**src/hdl/ibm_pkg.sv**
```systemverilog
package ibm_pkg;

    // ------------------------------------------------------------------
    // Payload sub-block layout
    // ------------------------------------------------------------------
    localparam int         IBM_MAX_LINES = 6;
    localparam logic [2:0] IBM_LINES_RST = 3'h1;
    localparam logic [2:0] IBM_FAST_FORCE_ABOVE = 3'h4;    // More lines than this force the fast channel.
    localparam logic [6:0] IBM_POS_FAST = 7'h00;           // First single-bit timeslot carries the fast channel.
    // Single-bit and octet timeslot counts indexed by line count (index 0 unused).
    localparam logic [6:0] IBM_Z_SLOTS [0:6] = '{7'h00, 7'h03, 7'h05, 7'h07, 7'h01, 7'h03, 7'h05};
    localparam logic [6:0] IBM_B_SLOTS [0:6] = '{7'h00, 7'h02, 7'h04, 7'h06, 7'h09, 7'h0B, 7'h0D};

    // ------------------------------------------------------------------
    // Operations messages
    // ------------------------------------------------------------------
    localparam logic [7:0] IBM_ID_REQ    = 8'h14;          // Identifier 20.
    localparam logic [7:0] IBM_ID_RESP   = 8'h94;          // Identifier 148.
    localparam logic [3:0] IBM_LINE_PAD  = 4'h0;           // Low nibble of the second octet.
    localparam int         IBM_MSG_BITS  = 24;
    localparam logic [4:0] IBM_SER_LEN   = 5'h19;          // Start bit plus three octets.
    localparam logic [4:0] IBM_DES_LEN   = 5'h18;
    localparam int         IBM_FIFO_DEPTH = 32;

    typedef enum logic [1:0] {
        IBM_IDLE = 2'h0,
        IBM_FAST = 2'h1,
        IBM_BEAR = 2'h2,
        IBM_DSIG = 2'h3
    } ibm_kind_t;

    typedef struct packed {
        ibm_kind_t  kind;
        logic [2:0] line;                                  // Zero-based line index.
        logic       ch;                                    // Bearer B1/B2, or earlier/later signalling bit.
        logic [2:0] bit_i;                                 // Bit of the octet, 0 sent first.
    } ibm_slot_t;

    // Number of bits in one payload sub-block.
    function automatic logic [6:0] ibm_blk_bits(input logic [2:0] nl);
        ibm_blk_bits = IBM_Z_SLOTS[nl] + {IBM_B_SLOTS[nl][3:0], 3'h0};
    endfunction : ibm_blk_bits

    // Decode what a given position of the sub-block carries.
    function automatic ibm_slot_t ibm_slot_of(input logic [6:0] pos, input logic [2:0] nl);
        logic [2:0] zl;
        logic [6:0] q;
        logic [3:0] oct;
        logic [3:0] zi;
        ibm_slot_t  s;
        s   = '{IBM_IDLE, 3'h0, 1'b0, 3'h0};
        zl  = (nl > IBM_FAST_FORCE_ABOVE) ? nl - IBM_FAST_FORCE_ABOVE : ((nl == 3'h4) ? 3'h0 : nl);
        q   = pos - IBM_Z_SLOTS[nl];
        oct = q[6:3];
        zi  = pos[3:0] - 4'h1;
        if (pos < IBM_Z_SLOTS[nl]) begin
            if (pos == IBM_POS_FAST) begin
                s.kind = IBM_FAST;
            end else if ({1'b0, zi[3:1]} < {1'b0, zl}) begin
                s = '{IBM_DSIG, zi[3:1], zi[0], 3'h0};
            end
        end else if (nl < IBM_FAST_FORCE_ABOVE) begin
            if (oct < {nl, 1'b0}) begin
                s = '{IBM_BEAR, oct[3:1], oct[0], q[2:0]};
            end
        end else if (oct == 4'h0) begin
            s = '{IBM_DSIG, zl + {1'b0, q[2:1]}, q[0], 3'h0};
        end else if (oct <= {nl, 1'b0}) begin
            s = '{IBM_BEAR, 3'((oct - 4'h1) >> 1), ~oct[0], q[2:0]};
        end
        ibm_slot_of = s;
    endfunction : ibm_slot_of

    // Build a three-octet request or response.
    function automatic logic [23:0] ibm_fmt_msg(input logic resp, input logic [2:0] line, input logic [7:0] code);
        ibm_fmt_msg = {resp ? IBM_ID_RESP : IBM_ID_REQ, 1'b0, line - 3'h1, IBM_LINE_PAD, code};
    endfunction : ibm_fmt_msg

    // Clamp an out-of-range line count to one line.
    function automatic logic [2:0] ibm_clamp(input logic [2:0] nl);
        ibm_clamp = (nl == 3'h0 || nl > 3'h6) ? IBM_LINES_RST : nl;
    endfunction : ibm_clamp

endpackage : ibm_pkg

```
**src/hdl/ibm_link_if.sv**
```systemverilog
`timescale 1ns/1ps

// ----------------------------------------------------------------------
// Serial payload link between the two units
// ----------------------------------------------------------------------
interface ibm_link_if;
    logic dn_bit;        // Payload bit toward the customer-side unit.
    logic dn_blk_start;  // High with the first bit of each sub-block.
    logic up_bit;        // Fast channel bit toward the line-side unit.

    modport line_side (output dn_bit, output dn_blk_start, input up_bit);
    modport cust_side (input dn_bit, input dn_blk_start, output up_bit);
endinterface : ibm_link_if

```
**src/hdl/ibm_line_side_unit.sv**
```systemverilog
`timescale 1ns/1ps
// Overview of operation
// - Fast channel only in first single-bit slot.
// - One to six lines carried.
// - Signalling follows its bearer one block later.
// - One line: B1 B2, signalling Z2 Z3.
// - Line 2: B3 B4, signalling Z4 Z5.
// - Line 3: B5 B6, signalling Z6 Z7.
// - Four lines: signalling packed into octet one.
// - Five lines: line 1 in Z slots.
// - Six lines: lines 1-2 in Z slots.
// - Status messages ride operations or fast channel.
// - Either unit may send messages anytime.
// - Operations channel normal; fast above four lines.
// - Fast channel optional for low latency.
// - Request: id 20, line, code.
// - Response: id 148, line, code.
// - Line number is index minus one.
// - Single-bit slots precede octet slots.
// - Signalling split over two bit positions.

// ----------------------------------------------------------------------
// Synchronous FIFO
// ----------------------------------------------------------------------
module ibm_fifo #(
    parameter int W = 24,
    parameter int D = 32
) (
    input  wire logic         clock,      // System clock.
    input  wire logic         arst_n,     // Asynchronous reset, active low.
    input  wire logic         in_valid,   // Write request.
    output logic              in_ready,   // Space available.
    input  wire logic [W-1:0] in_data,    // Write data.
    output logic              out_valid,  // Data available.
    input  wire logic         out_ready,  // Read accept.
    output logic [W-1:0]      out_data    // Head word.
);
    localparam int AW = $clog2(D);
    logic [W-1:0] mem [0:D-1];
    logic [AW-1:0] wp_ff;
    logic [AW-1:0] rp_ff;
    logic [AW:0]   cnt_ff;
    logic          push;
    logic          pop;

    // Full and empty come straight from the occupancy count.
    assign in_ready  = (cnt_ff != (AW+1)'(D));
    assign out_valid = (cnt_ff != '0);
    assign push      = in_valid && in_ready;
    assign pop       = out_valid && out_ready;
    assign out_data  = mem[rp_ff];

    // Storage has no reset so it maps onto plain memory.
    always_ff @(posedge clock) begin
        if (push) begin
            mem[wp_ff] <= in_data;
        end
    end

    // Pointers and count.
    always_ff @(posedge clock or negedge arst_n) begin
        if (!arst_n) begin
            wp_ff  <= '0;
            rp_ff  <= '0;
            cnt_ff <= '0;
        end else begin
            if (push) begin
                wp_ff <= wp_ff + 1'b1;
            end
            if (pop) begin
                rp_ff <= rp_ff + 1'b1;
            end
            cnt_ff <= cnt_ff + (AW+1)'(push) - (AW+1)'(pop);
        end
    end
endmodule : ibm_fifo

// ----------------------------------------------------------------------
// Message engine: formatting, queueing, fast channel serial in and out
// ----------------------------------------------------------------------
module ibm_msg_engine (
    input  wire logic        clock,        // System clock.
    input  wire logic        arst_n,       // Asynchronous reset, active low.
    input  wire logic        fast_on,      // Fast channel in use.
    input  wire logic        tick,         // Fast channel slot passes this cycle.
    input  wire logic        rx_bit,       // Received fast channel bit.
    output logic             tx_bit,       // Fast channel bit to send.
    input  wire logic        msg_valid,    // Message request.
    output logic             msg_ready,    // Message accepted.
    input  wire logic        msg_resp,     // High for a response.
    input  wire logic [2:0]  msg_line,     // Line 1 to 6.
    input  wire logic [7:0]  msg_code,     // Message code.
    output logic             eoc_valid,    // Message for the operations channel.
    input  wire logic        eoc_ready,    // Operations channel accepts.
    output logic [23:0]      eoc_data,     // Formatted message.
    output logic             rx_valid,     // Fast channel message received, pulse.
    output logic [23:0]      rx_data       // Received message.
);
    logic [23:0] q_data;
    logic        q_valid;
    logic        q_pop;
    logic        load;
    logic [24:0] sh_ff;
    logic [4:0]  cnt_ff;
    logic [23:0] rsh_ff;
    logic [4:0]  rcnt_ff;
    logic        rdone_ff;

    // Messages queue here so that a slow channel back-pressures the user.
    ibm_fifo #(.W(ibm_pkg::IBM_MSG_BITS), .D(ibm_pkg::IBM_FIFO_DEPTH)) u_fifo (
        .clock     (clock),
        .arst_n    (arst_n),
        .in_valid  (msg_valid),
        .in_ready  (msg_ready),
        .in_data   (ibm_pkg::ibm_fmt_msg(msg_resp, msg_line, msg_code)),
        .out_valid (q_valid),
        .out_ready (q_pop),
        .out_data  (q_data)
    );

    // Without the fast channel the queue drains to the operations channel.
    assign eoc_valid = q_valid && !fast_on;
    assign eoc_data  = q_data;
    assign load      = q_valid && fast_on && (cnt_ff == 5'h00) && !tick;
    assign q_pop     = load || (eoc_valid && eoc_ready);
    assign tx_bit    = (cnt_ff != 5'h00) ? sh_ff[24] : 1'b1;
    assign rx_valid  = rdone_ff;
    assign rx_data   = rsh_ff;

    // Serialiser: idle ones, a zero start bit, then 24 bits MSB first.
    always_ff @(posedge clock or negedge arst_n) begin
        if (!arst_n) begin
            sh_ff  <= '0;
            cnt_ff <= '0;
        end else if (load) begin
            sh_ff  <= {1'b0, q_data};
            cnt_ff <= ibm_pkg::IBM_SER_LEN;
        end else if (tick && cnt_ff != 5'h00) begin
            sh_ff  <= {sh_ff[23:0], 1'b0};
            cnt_ff <= cnt_ff - 5'h01;
        end
    end

    // Deserialiser: a zero while idle starts a message.
    always_ff @(posedge clock or negedge arst_n) begin
        if (!arst_n) begin
            rsh_ff   <= '0;
            rcnt_ff  <= '0;
            rdone_ff <= 1'b0;
        end else begin
            rdone_ff <= tick && (rcnt_ff == 5'h01);
            if (tick) begin
                if (rcnt_ff == 5'h00) begin
                    if (!rx_bit) begin
                        rcnt_ff <= ibm_pkg::IBM_DES_LEN;
                    end
                end else begin
                    rsh_ff  <= {rsh_ff[22:0], rx_bit};
                    rcnt_ff <= rcnt_ff - 5'h01;
                end
            end
        end
    end
endmodule : ibm_msg_engine


```
**src/hdl/ibm_customer_side_unit.sv**
```systemverilog
`timescale 1ns/1ps

// ----------------------------------------------------------------------
// Customer-side unit: recovers bearer and signalling from sub-blocks
// ----------------------------------------------------------------------
module ibm_customer_side_unit (
    input  wire logic              clock,      // System clock, 20 MHz.
    input  wire logic              arst_n,     // Asynchronous reset, active low.
    ibm_link_if.cust_side          link,       // Serial link to the far unit.
    input  wire logic [2:0]        num_lines,  // Lines carried, must match far end.
    input  wire logic              fast_en,    // Request the fast channel.
    output logic [5:0][15:0]       bear_out,   // Per line {B1, B2} octets.
    output logic [5:0][1:0]        dsig_out,   // Signalling paired with bear_out.
    output logic                   blk_valid,  // New block on outputs, pulse.
    input  wire logic              msg_valid,  // Message request.
    output logic                   msg_ready,  // Message accepted.
    input  wire logic              msg_resp,   // High for a response.
    input  wire logic [2:0]        msg_line,   // Line 1 to 6.
    input  wire logic [7:0]        msg_code,   // Message code.
    output logic                   eoc_valid,  // Message for operations channel.
    input  wire logic              eoc_ready,  // Operations channel accepts.
    output logic [23:0]            eoc_data,   // Formatted message.
    output logic                   rx_valid,   // Message received, pulse.
    output logic [23:0]            rx_data     // Received message.
);
    logic [6:0]         rpos_ff;
    logic [6:0]         cur_pos;
    logic [2:0]         lines_ff;
    logic [2:0]         cur_lines;
    logic               fast_ff;
    logic               cur_fast;
    logic [5:0][15:0]   bcol_ff;
    logic [5:0][15:0]   bhold_ff;
    logic [5:0][1:0]    dcol_ff;
    logic [5:0][15:0]   bout_ff;
    logic [5:0][1:0]    dout_ff;
    logic               bvld_ff;
    logic               up_ff;
    logic               tx_bit;
    logic               tick;
    ibm_pkg::ibm_slot_t slot;

    // The layout is taken up on the first bit of a block, as at the sender.
    assign cur_pos   = link.dn_blk_start ? 7'h00 : rpos_ff + 7'h01;
    assign cur_lines = link.dn_blk_start ? ibm_pkg::ibm_clamp(num_lines) : lines_ff;
    assign cur_fast  = link.dn_blk_start ? (fast_en || cur_lines > ibm_pkg::IBM_FAST_FORCE_ABOVE) : fast_ff;
    assign slot      = ibm_pkg::ibm_slot_of(cur_pos, cur_lines);
    assign tick      = (slot.kind == ibm_pkg::IBM_FAST) && cur_fast;
    assign bear_out  = bout_ff;
    assign dsig_out  = dout_ff;
    assign blk_valid = bvld_ff;
    assign link.up_bit = up_ff;

    // Position tracking follows the block start marker.
    always_ff @(posedge clock or negedge arst_n) begin
        if (!arst_n) begin
            rpos_ff  <= '0;
            lines_ff <= ibm_pkg::IBM_LINES_RST;
            fast_ff  <= 1'b0;
        end else begin
            rpos_ff  <= cur_pos;
            lines_ff <= cur_lines;
            fast_ff  <= cur_fast;
        end
    end

    // Collect bits; at a block start, bearer octets of the block before last
    // are released with the signalling that just arrived for them.
    always_ff @(posedge clock or negedge arst_n) begin
        if (!arst_n) begin
            bcol_ff  <= '0;
            bhold_ff <= '0;
            dcol_ff  <= '0;
            bout_ff  <= '0;
            dout_ff  <= '0;
            bvld_ff  <= 1'b0;
        end else begin
            bvld_ff <= link.dn_blk_start;
            if (link.dn_blk_start) begin
                bout_ff  <= bhold_ff;
                dout_ff  <= dcol_ff;
                bhold_ff <= bcol_ff;
            end
            if (slot.kind == ibm_pkg::IBM_BEAR) begin
                bcol_ff[slot.line][{~slot.ch, ~slot.bit_i}] <= link.dn_bit;
            end
            if (slot.kind == ibm_pkg::IBM_DSIG) begin
                dcol_ff[slot.line][slot.ch] <= link.dn_bit;
            end
        end
    end

    // Upstream fast channel bit is taken only at the fast slot and then held
    // for the whole block. A message loaded just before the slot could
    // otherwise lose its start bit before the far end samples it.
    always_ff @(posedge clock or negedge arst_n) begin
        if (!arst_n) begin
            up_ff <= 1'b1;
        end else if (tick) begin
            up_ff <= tx_bit;
        end
    end

    ibm_msg_engine u_msg (
        .clock     (clock),
        .arst_n    (arst_n),
        .fast_on   (cur_fast),
        .tick      (tick),
        .rx_bit    (link.dn_bit),
        .tx_bit    (tx_bit),
        .msg_valid (msg_valid),
        .msg_ready (msg_ready),
        .msg_resp  (msg_resp),
        .msg_line  (msg_line),
        .msg_code  (msg_code),
        .eoc_valid (eoc_valid),
        .eoc_ready (eoc_ready),
        .eoc_data  (eoc_data),
        .rx_valid  (rx_valid),
        .rx_data   (rx_data)
    );
endmodule : ibm_customer_side_unit

```
**src/flat_wrapper.sv**
```systemverilog
// flat-port wrapper written by rule: the top's interface ports become plain ports
module ibm_customer_side_unit_flat 
  (clock, arst_n, num_lines, fast_en, bear_out, dsig_out, blk_valid, msg_valid, msg_ready, msg_resp, msg_line, msg_code, eoc_valid, eoc_ready, eoc_data, rx_valid, rx_data, link_dn_bit, link_dn_blk_start, link_up_bit);
  ibm_link_if link_i ();
  input  wire logic clock;
  input  wire logic arst_n;
  input  wire logic [2:0] num_lines;
  input  wire logic fast_en;
  output logic [5:0][15:0] bear_out;
  output logic [5:0][1:0] dsig_out;
  output logic blk_valid;
  input  wire logic msg_valid;
  output logic msg_ready;
  input  wire logic msg_resp;
  input  wire logic [2:0] msg_line;
  input  wire logic [7:0] msg_code;
  output logic eoc_valid;
  input  wire logic eoc_ready;
  output logic [23:0] eoc_data;
  output logic rx_valid;
  output logic [23:0] rx_data;
  input wire logic [$bits(link_i.dn_bit)-1:0] link_dn_bit;
  input wire logic [$bits(link_i.dn_blk_start)-1:0] link_dn_blk_start;
  output wire logic [$bits(link_i.up_bit)-1:0] link_up_bit;
  assign link_i.dn_bit = link_dn_bit;
  assign link_i.dn_blk_start = link_dn_blk_start;
  assign link_up_bit = link_i.up_bit;
  ibm_customer_side_unit u_core (.clock(clock), .arst_n(arst_n), .link(link_i), .num_lines(num_lines), .fast_en(fast_en), .bear_out(bear_out), .dsig_out(dsig_out), .blk_valid(blk_valid), .msg_valid(msg_valid), .msg_ready(msg_ready), .msg_resp(msg_resp), .msg_line(msg_line), .msg_code(msg_code), .eoc_valid(eoc_valid), .eoc_ready(eoc_ready), .eoc_data(eoc_data), .rx_valid(rx_valid), .rx_data(rx_data));
endmodule
```
**config.mk**
```make
export PLATFORM = sky130hd
export DESIGN_NAME = ibm_customer_side_unit_flat
export DESIGN_NICKNAME = d
export VERILOG_FILES = /design/src/hdl/ibm_pkg.sv /design/src/hdl/ibm_link_if.sv /design/src/hdl/ibm_line_side_unit.sv /design/src/hdl/ibm_customer_side_unit.sv /design/src/flat_wrapper.sv
export SDC_FILE = /design/constraint.sdc
export NUM_CORES = 1
export LEC_CHECK = 0
export BUFFER_PORTS_ARGS = -buffer_cell sky130_fd_sc_hd__buf_2
export CAP_MARGIN = 20
export CORE_MARGIN = 5
export CORE_UTILIZATION = 25
export CTS_CLUSTER_SIZE = 28
export DETAILED_ROUTE_END_ITERATION = 6
export SETUP_SLACK_MARGIN = 0.1
export SYNTH_ARGS = -nofsm -noshare
export SYNTH_HDL_FRONTEND = slang
export SYNTH_SLANG_ARGS = --single-unit
export TNS_END_PERCENT = 30
```
**constraint.sdc**
```tcl
create_clock -name clock -period 4.8 [get_ports clock]
set_input_delay 0.96 -clock clock [delete_from_list [all_inputs] [get_ports clock]]
set_output_delay 0.96 -clock clock [all_outputs]
set_load 0.01 [all_outputs]
```
==> impl_metrics.toml <==
[outcome]
status = "complete, but fails checks"
violations = "setup timing"

[final_layout]
area_delta_synth_final_pct = 25.45
fin_nets = 2332
drive_gt1_share_pct = 48.50
mostFrequentLayoutCell = "dfrtp_1"
nFillCells = 12380
mostFrequentLayoutCells = "dfrtp_1, edfxtp_1, mux2_2"

[grt]
grt_pass1_wl_um = 115700
grt_overflow = 0
antenna_found_initial = 7
track_usage_pct = 10.99
grt_max_degree = 102
grt_pass1_vias = 18350

[synth]
synth_warnings = 0
synth.avg_cell_area_um2 = 16.73
synthArstFlopShare_pct = 51.08
yosysSeqAreaShare_pct = 67.30
synth_cell_types = 79
post_synth_instance_area_um2 = 32050
ys_ff_latch = 785
synth_enable_flop_cells = 384
synth_flop_cell = "dfrtp_1"
synthCells = 1916

[route]
first_pass_iters = 4
drt_first_iter_violations = 1378
drcViolationCount = 0
viasPerCell = 4.390
detail_route.wl_per_cell_um = 18.93
vias = 17580
drt_wl_total_um = 75790
ant_nets = 0

[critical_path]
crit_slowest_cell = "or3_4"
start_kind = "primary input"
arrival_ns = 5.34
cp.required_ns = 5.33
crit_fanout = 5
critPathCaptureType = "flop"
critical_path.max_stage_delay_ns = 0.40
crit_chain = "buf_2 > buf_4 > nor2_4 > o22ai_2 > buf_6 > nand3_4 > ha_4 > inv_2 > fa_2 > a21oi_4 > nand2_2 > xor2_2 > ha_1 > a21bo_2 > mux2i_4 > buf_6 > o32ai_2 > and3_4 > o41ai_4 > buf_4 > nand2b_4 > or3_4 > or3_4 > mux2_4"
rrSetupSlack_ns = 0.05
path_class = "primary input to flop"

[timing]
slew_viol_final = 0
finalCritPeriodShare_pct = 100.3
fin_ws_ns = -0.01266
finalSetupTns_ns = -0.01266
finClkSkew_ns = 0.04060
slew_headroom_pct = 29.97
period_minus_slack_ns = 4.813
rsz0062_at_grt = "yes"
max_freq_mhz = 207.8
worst_pin_slew_ns = 1.049
finalSetupViolCount = 1
hold_viol_final = 0

[placed_design]
gp_congestion = 0.8319
pre_cts_ws_ns = -0.7695
hpwl_um = 50340
portBuffers = 170

[floorplanning]
io_pins = 183
die_h_um = 368.0
die_width_um = 368.0
fp.dieArea_um2 = 135400
core_area_um2 = 127500
start_util_pct = 25.13
rows = 131

[clock_network]
cts_max_level = 3
path_clk_slew_ns = 0.06
cts.sinks = 785
cts_buffers = 82
cts_max_path_buffers = 3
cts_tree = "built"
insertion_delay_ns = 0.69
root_buffer = "clkbuf_16"

[power]
switching_power_mw = 5.850
p_per_area_nw_per_um2 = 500.1
clkPwrFrac_pct = 33.2
swShare_pct = 29.09
seqPwrFrac_pct = 41.7
ir_drop_uv = 360.4
internal_power_mw = 14.26
p_leak_nw = 16.53
comb_power_share_pct = 25.1

[job]
max_cap_viol_count = 0

[min_path]
hold_path.class = "primary input to async pin"
-- flip-flops by register name (all words and copies together), names as in the netlist, 7 cells and up --
register	cells
u_core.dcol_ff	12
u_core.u_msg.sh_ff	25
u_core.u_msg.u_fifo.mem	384
u_core.rpos_ff	7
u_core.bear_out	96
u_core.bhold_ff	96
u_core.u_msg.rx_data	24
u_core.dsig_out	12
u_core.bcol_ff	96
-- Yosys cell counts, types with 4 or more instances --
cell | count | share of area, %
a21oi_1 | 19 | 0.30
nor2_1 | 112 | 1.3
a31oi_1 | 4 | 0.078
nand3_1 | 46 | 0.72
edfxtp_1 | 384 | 36
mux4_2 | 120 | 8.4
dfrtp_1 | 399 | 31
a221o_1 | 8 | 0.25
buf_4 | 17 | 0.40
nor3_2 | 4 | 0.12
clkbuf_1 | 65 | 0.76
and3_1 | 14 | 0.27
buf_2 | 14 | 0.22
buf_1 | 13 | 0.15
nand4_1 | 14 | 0.27
nor2b_1 | 4 | 0.078
nand2_1 | 64 | 0.75
mux2i_1 | 5 | 0.16
o21ai_0 | 22 | 0.34
xnor2_1 | 15 | 0.41
xor2_1 | 8 | 0.22
mux2_2 | 349 | 12
nand2b_1 | 5 | 0.098
nor3_1 | 42 | 0.66
nand3b_1 | 4 | 0.094
ha_1 | 29 | 1.1
a21o_1 | 6 | 0.14
or3_1 | 9 | 0.18
o22ai_1 | 4 | 0.078
or2_2 | 6 | 0.12
inv_1 | 39 | 0.46
-- final timing paths --
check | endpoint | from | cells after the start
worst min register to register | u_core.u_msg.sh_ff[20] | u_core.u_msg.sh_ff[19] | 2
max in group asynchronous | u_core.u_msg.rx_data[3] | arst_n | 2
worst min-delay path | u_core.bear_out[16] | arst_n | 1
min in group clock | u_core.u_msg.sh_ff[20] | u_core.u_msg.sh_ff[19] | 2
worst max-delay path | u_core.bcol_ff[50] | num_lines[2] | 24
worst max register to register | u_core.bcol_ff[50] | u_core.lines_ff[0] | 21
-- area by class of cell --
| class | count | area, um^2 | area share [%] |
|---|---|---|---|
| sequential | 785 | 21580 | 53.67 |
| clock inverter | 35 | 589.3 | 1.466 |
| multi-input combinational | 988 | 10670 | 26.54 |
| inverter | 43 | 168.9 | 0.4202 |
| antenna | 2 | 5.005 | 0.01245 |
| tap | 1662 | 2079 | 5.173 |
| timing repair buffer | 378 | 2801 | 6.968 |
| clock buffer | 111 | 2311 | 5.748 |
-- metrics by stage --
| stage | std cells | util (%) | hold slack [ns] | cell area [um^2] | power (mW) |
|---|---|---|---|---|---|
| detailed placement | 3838 | 28.79 | 0.4654 | 36720 | 13.54 |
| global placement | 3838 | 28.79 | 0.4579 | 36720 | 13.49 |
| CTS | 3988 | 31.12 | 0.3235 | 39680 | 20.33 |
| floorplan | 1926 | - | 0.4497 | 32620 | 11.45 |
| finish | 4004 | 31.53 | 0.3015 | 40200 | 20.11 |
| global route | 4002 | 31.52 | 0.3894 | 40200 | 21.09 |
-- power groups by stage --
| stage | Sequential [mW] | Combinational [mW] | Clock [mW] |
|---|---|---|---|
| 6_report | 8.38 | 5.04 | 6.68 |
| 5_1_grt | 8.49 | 5.46 | 7.14 |
| 3_5_place_dp | 8.53 | 5.01 | 0 |
| 2_1_floorplan | 8.21 | 3.23 | 0 |
| 3_3_place_gp | 8.51 | 4.97 | 0 |
| 4_1_cts | 8.40 | 5.04 | 6.88 |
-- timing repair --
action,CTS,global route
hold buffers,0,0
gates resized for setup,10,84
endpoints found under the setup margin,93,112
gates cloned,0,2
buffers inserted,4,13
pin swaps,8,34
-- routing by layer --
layer	up-vias	global-route usage, %	share of wire (%)
li1	7922	-	-
met1	9110	14.58	44
met2	428	17.65	47
met3	109	3.320	7.1
met4	8	2.765	1.9
met5	-	0	0.075
-- cell families (layout without fill, tap and decap cells) --
| group | after synthesis | in the layout | share of synthesized area (%) |
|---|---|---|---|
| and+or+nand+nor | 344 | 344 | 5.212 |
| AOI/OAI and AO/OA | 97 | 97 | 2.304 |
| buffers and inverters | 153 | 567 | 2.077 |
| xor gates and xnor gates | 24 | 24 | 0.6989 |
| other | 2 | 14 | 0.02344 |
| DFF | 785 | 785 | 67.30 |
| adders and majority gates | 32 | 32 | 1.320 |
| muxes | 479 | 479 | 21.06 |
-- worst max-delay path, delay by kind of cell --
family,cells,cell delay (ns)
and+or+nand+nor,7,1.37
adders and majority gates,3,0.82
AOI/OAI and AO/OA,5,0.80
buffers and inverters,6,0.73
muxes,2,0.51
xor gates and xnor gates,1,0.16
Power figures use the tool's default switching activity.
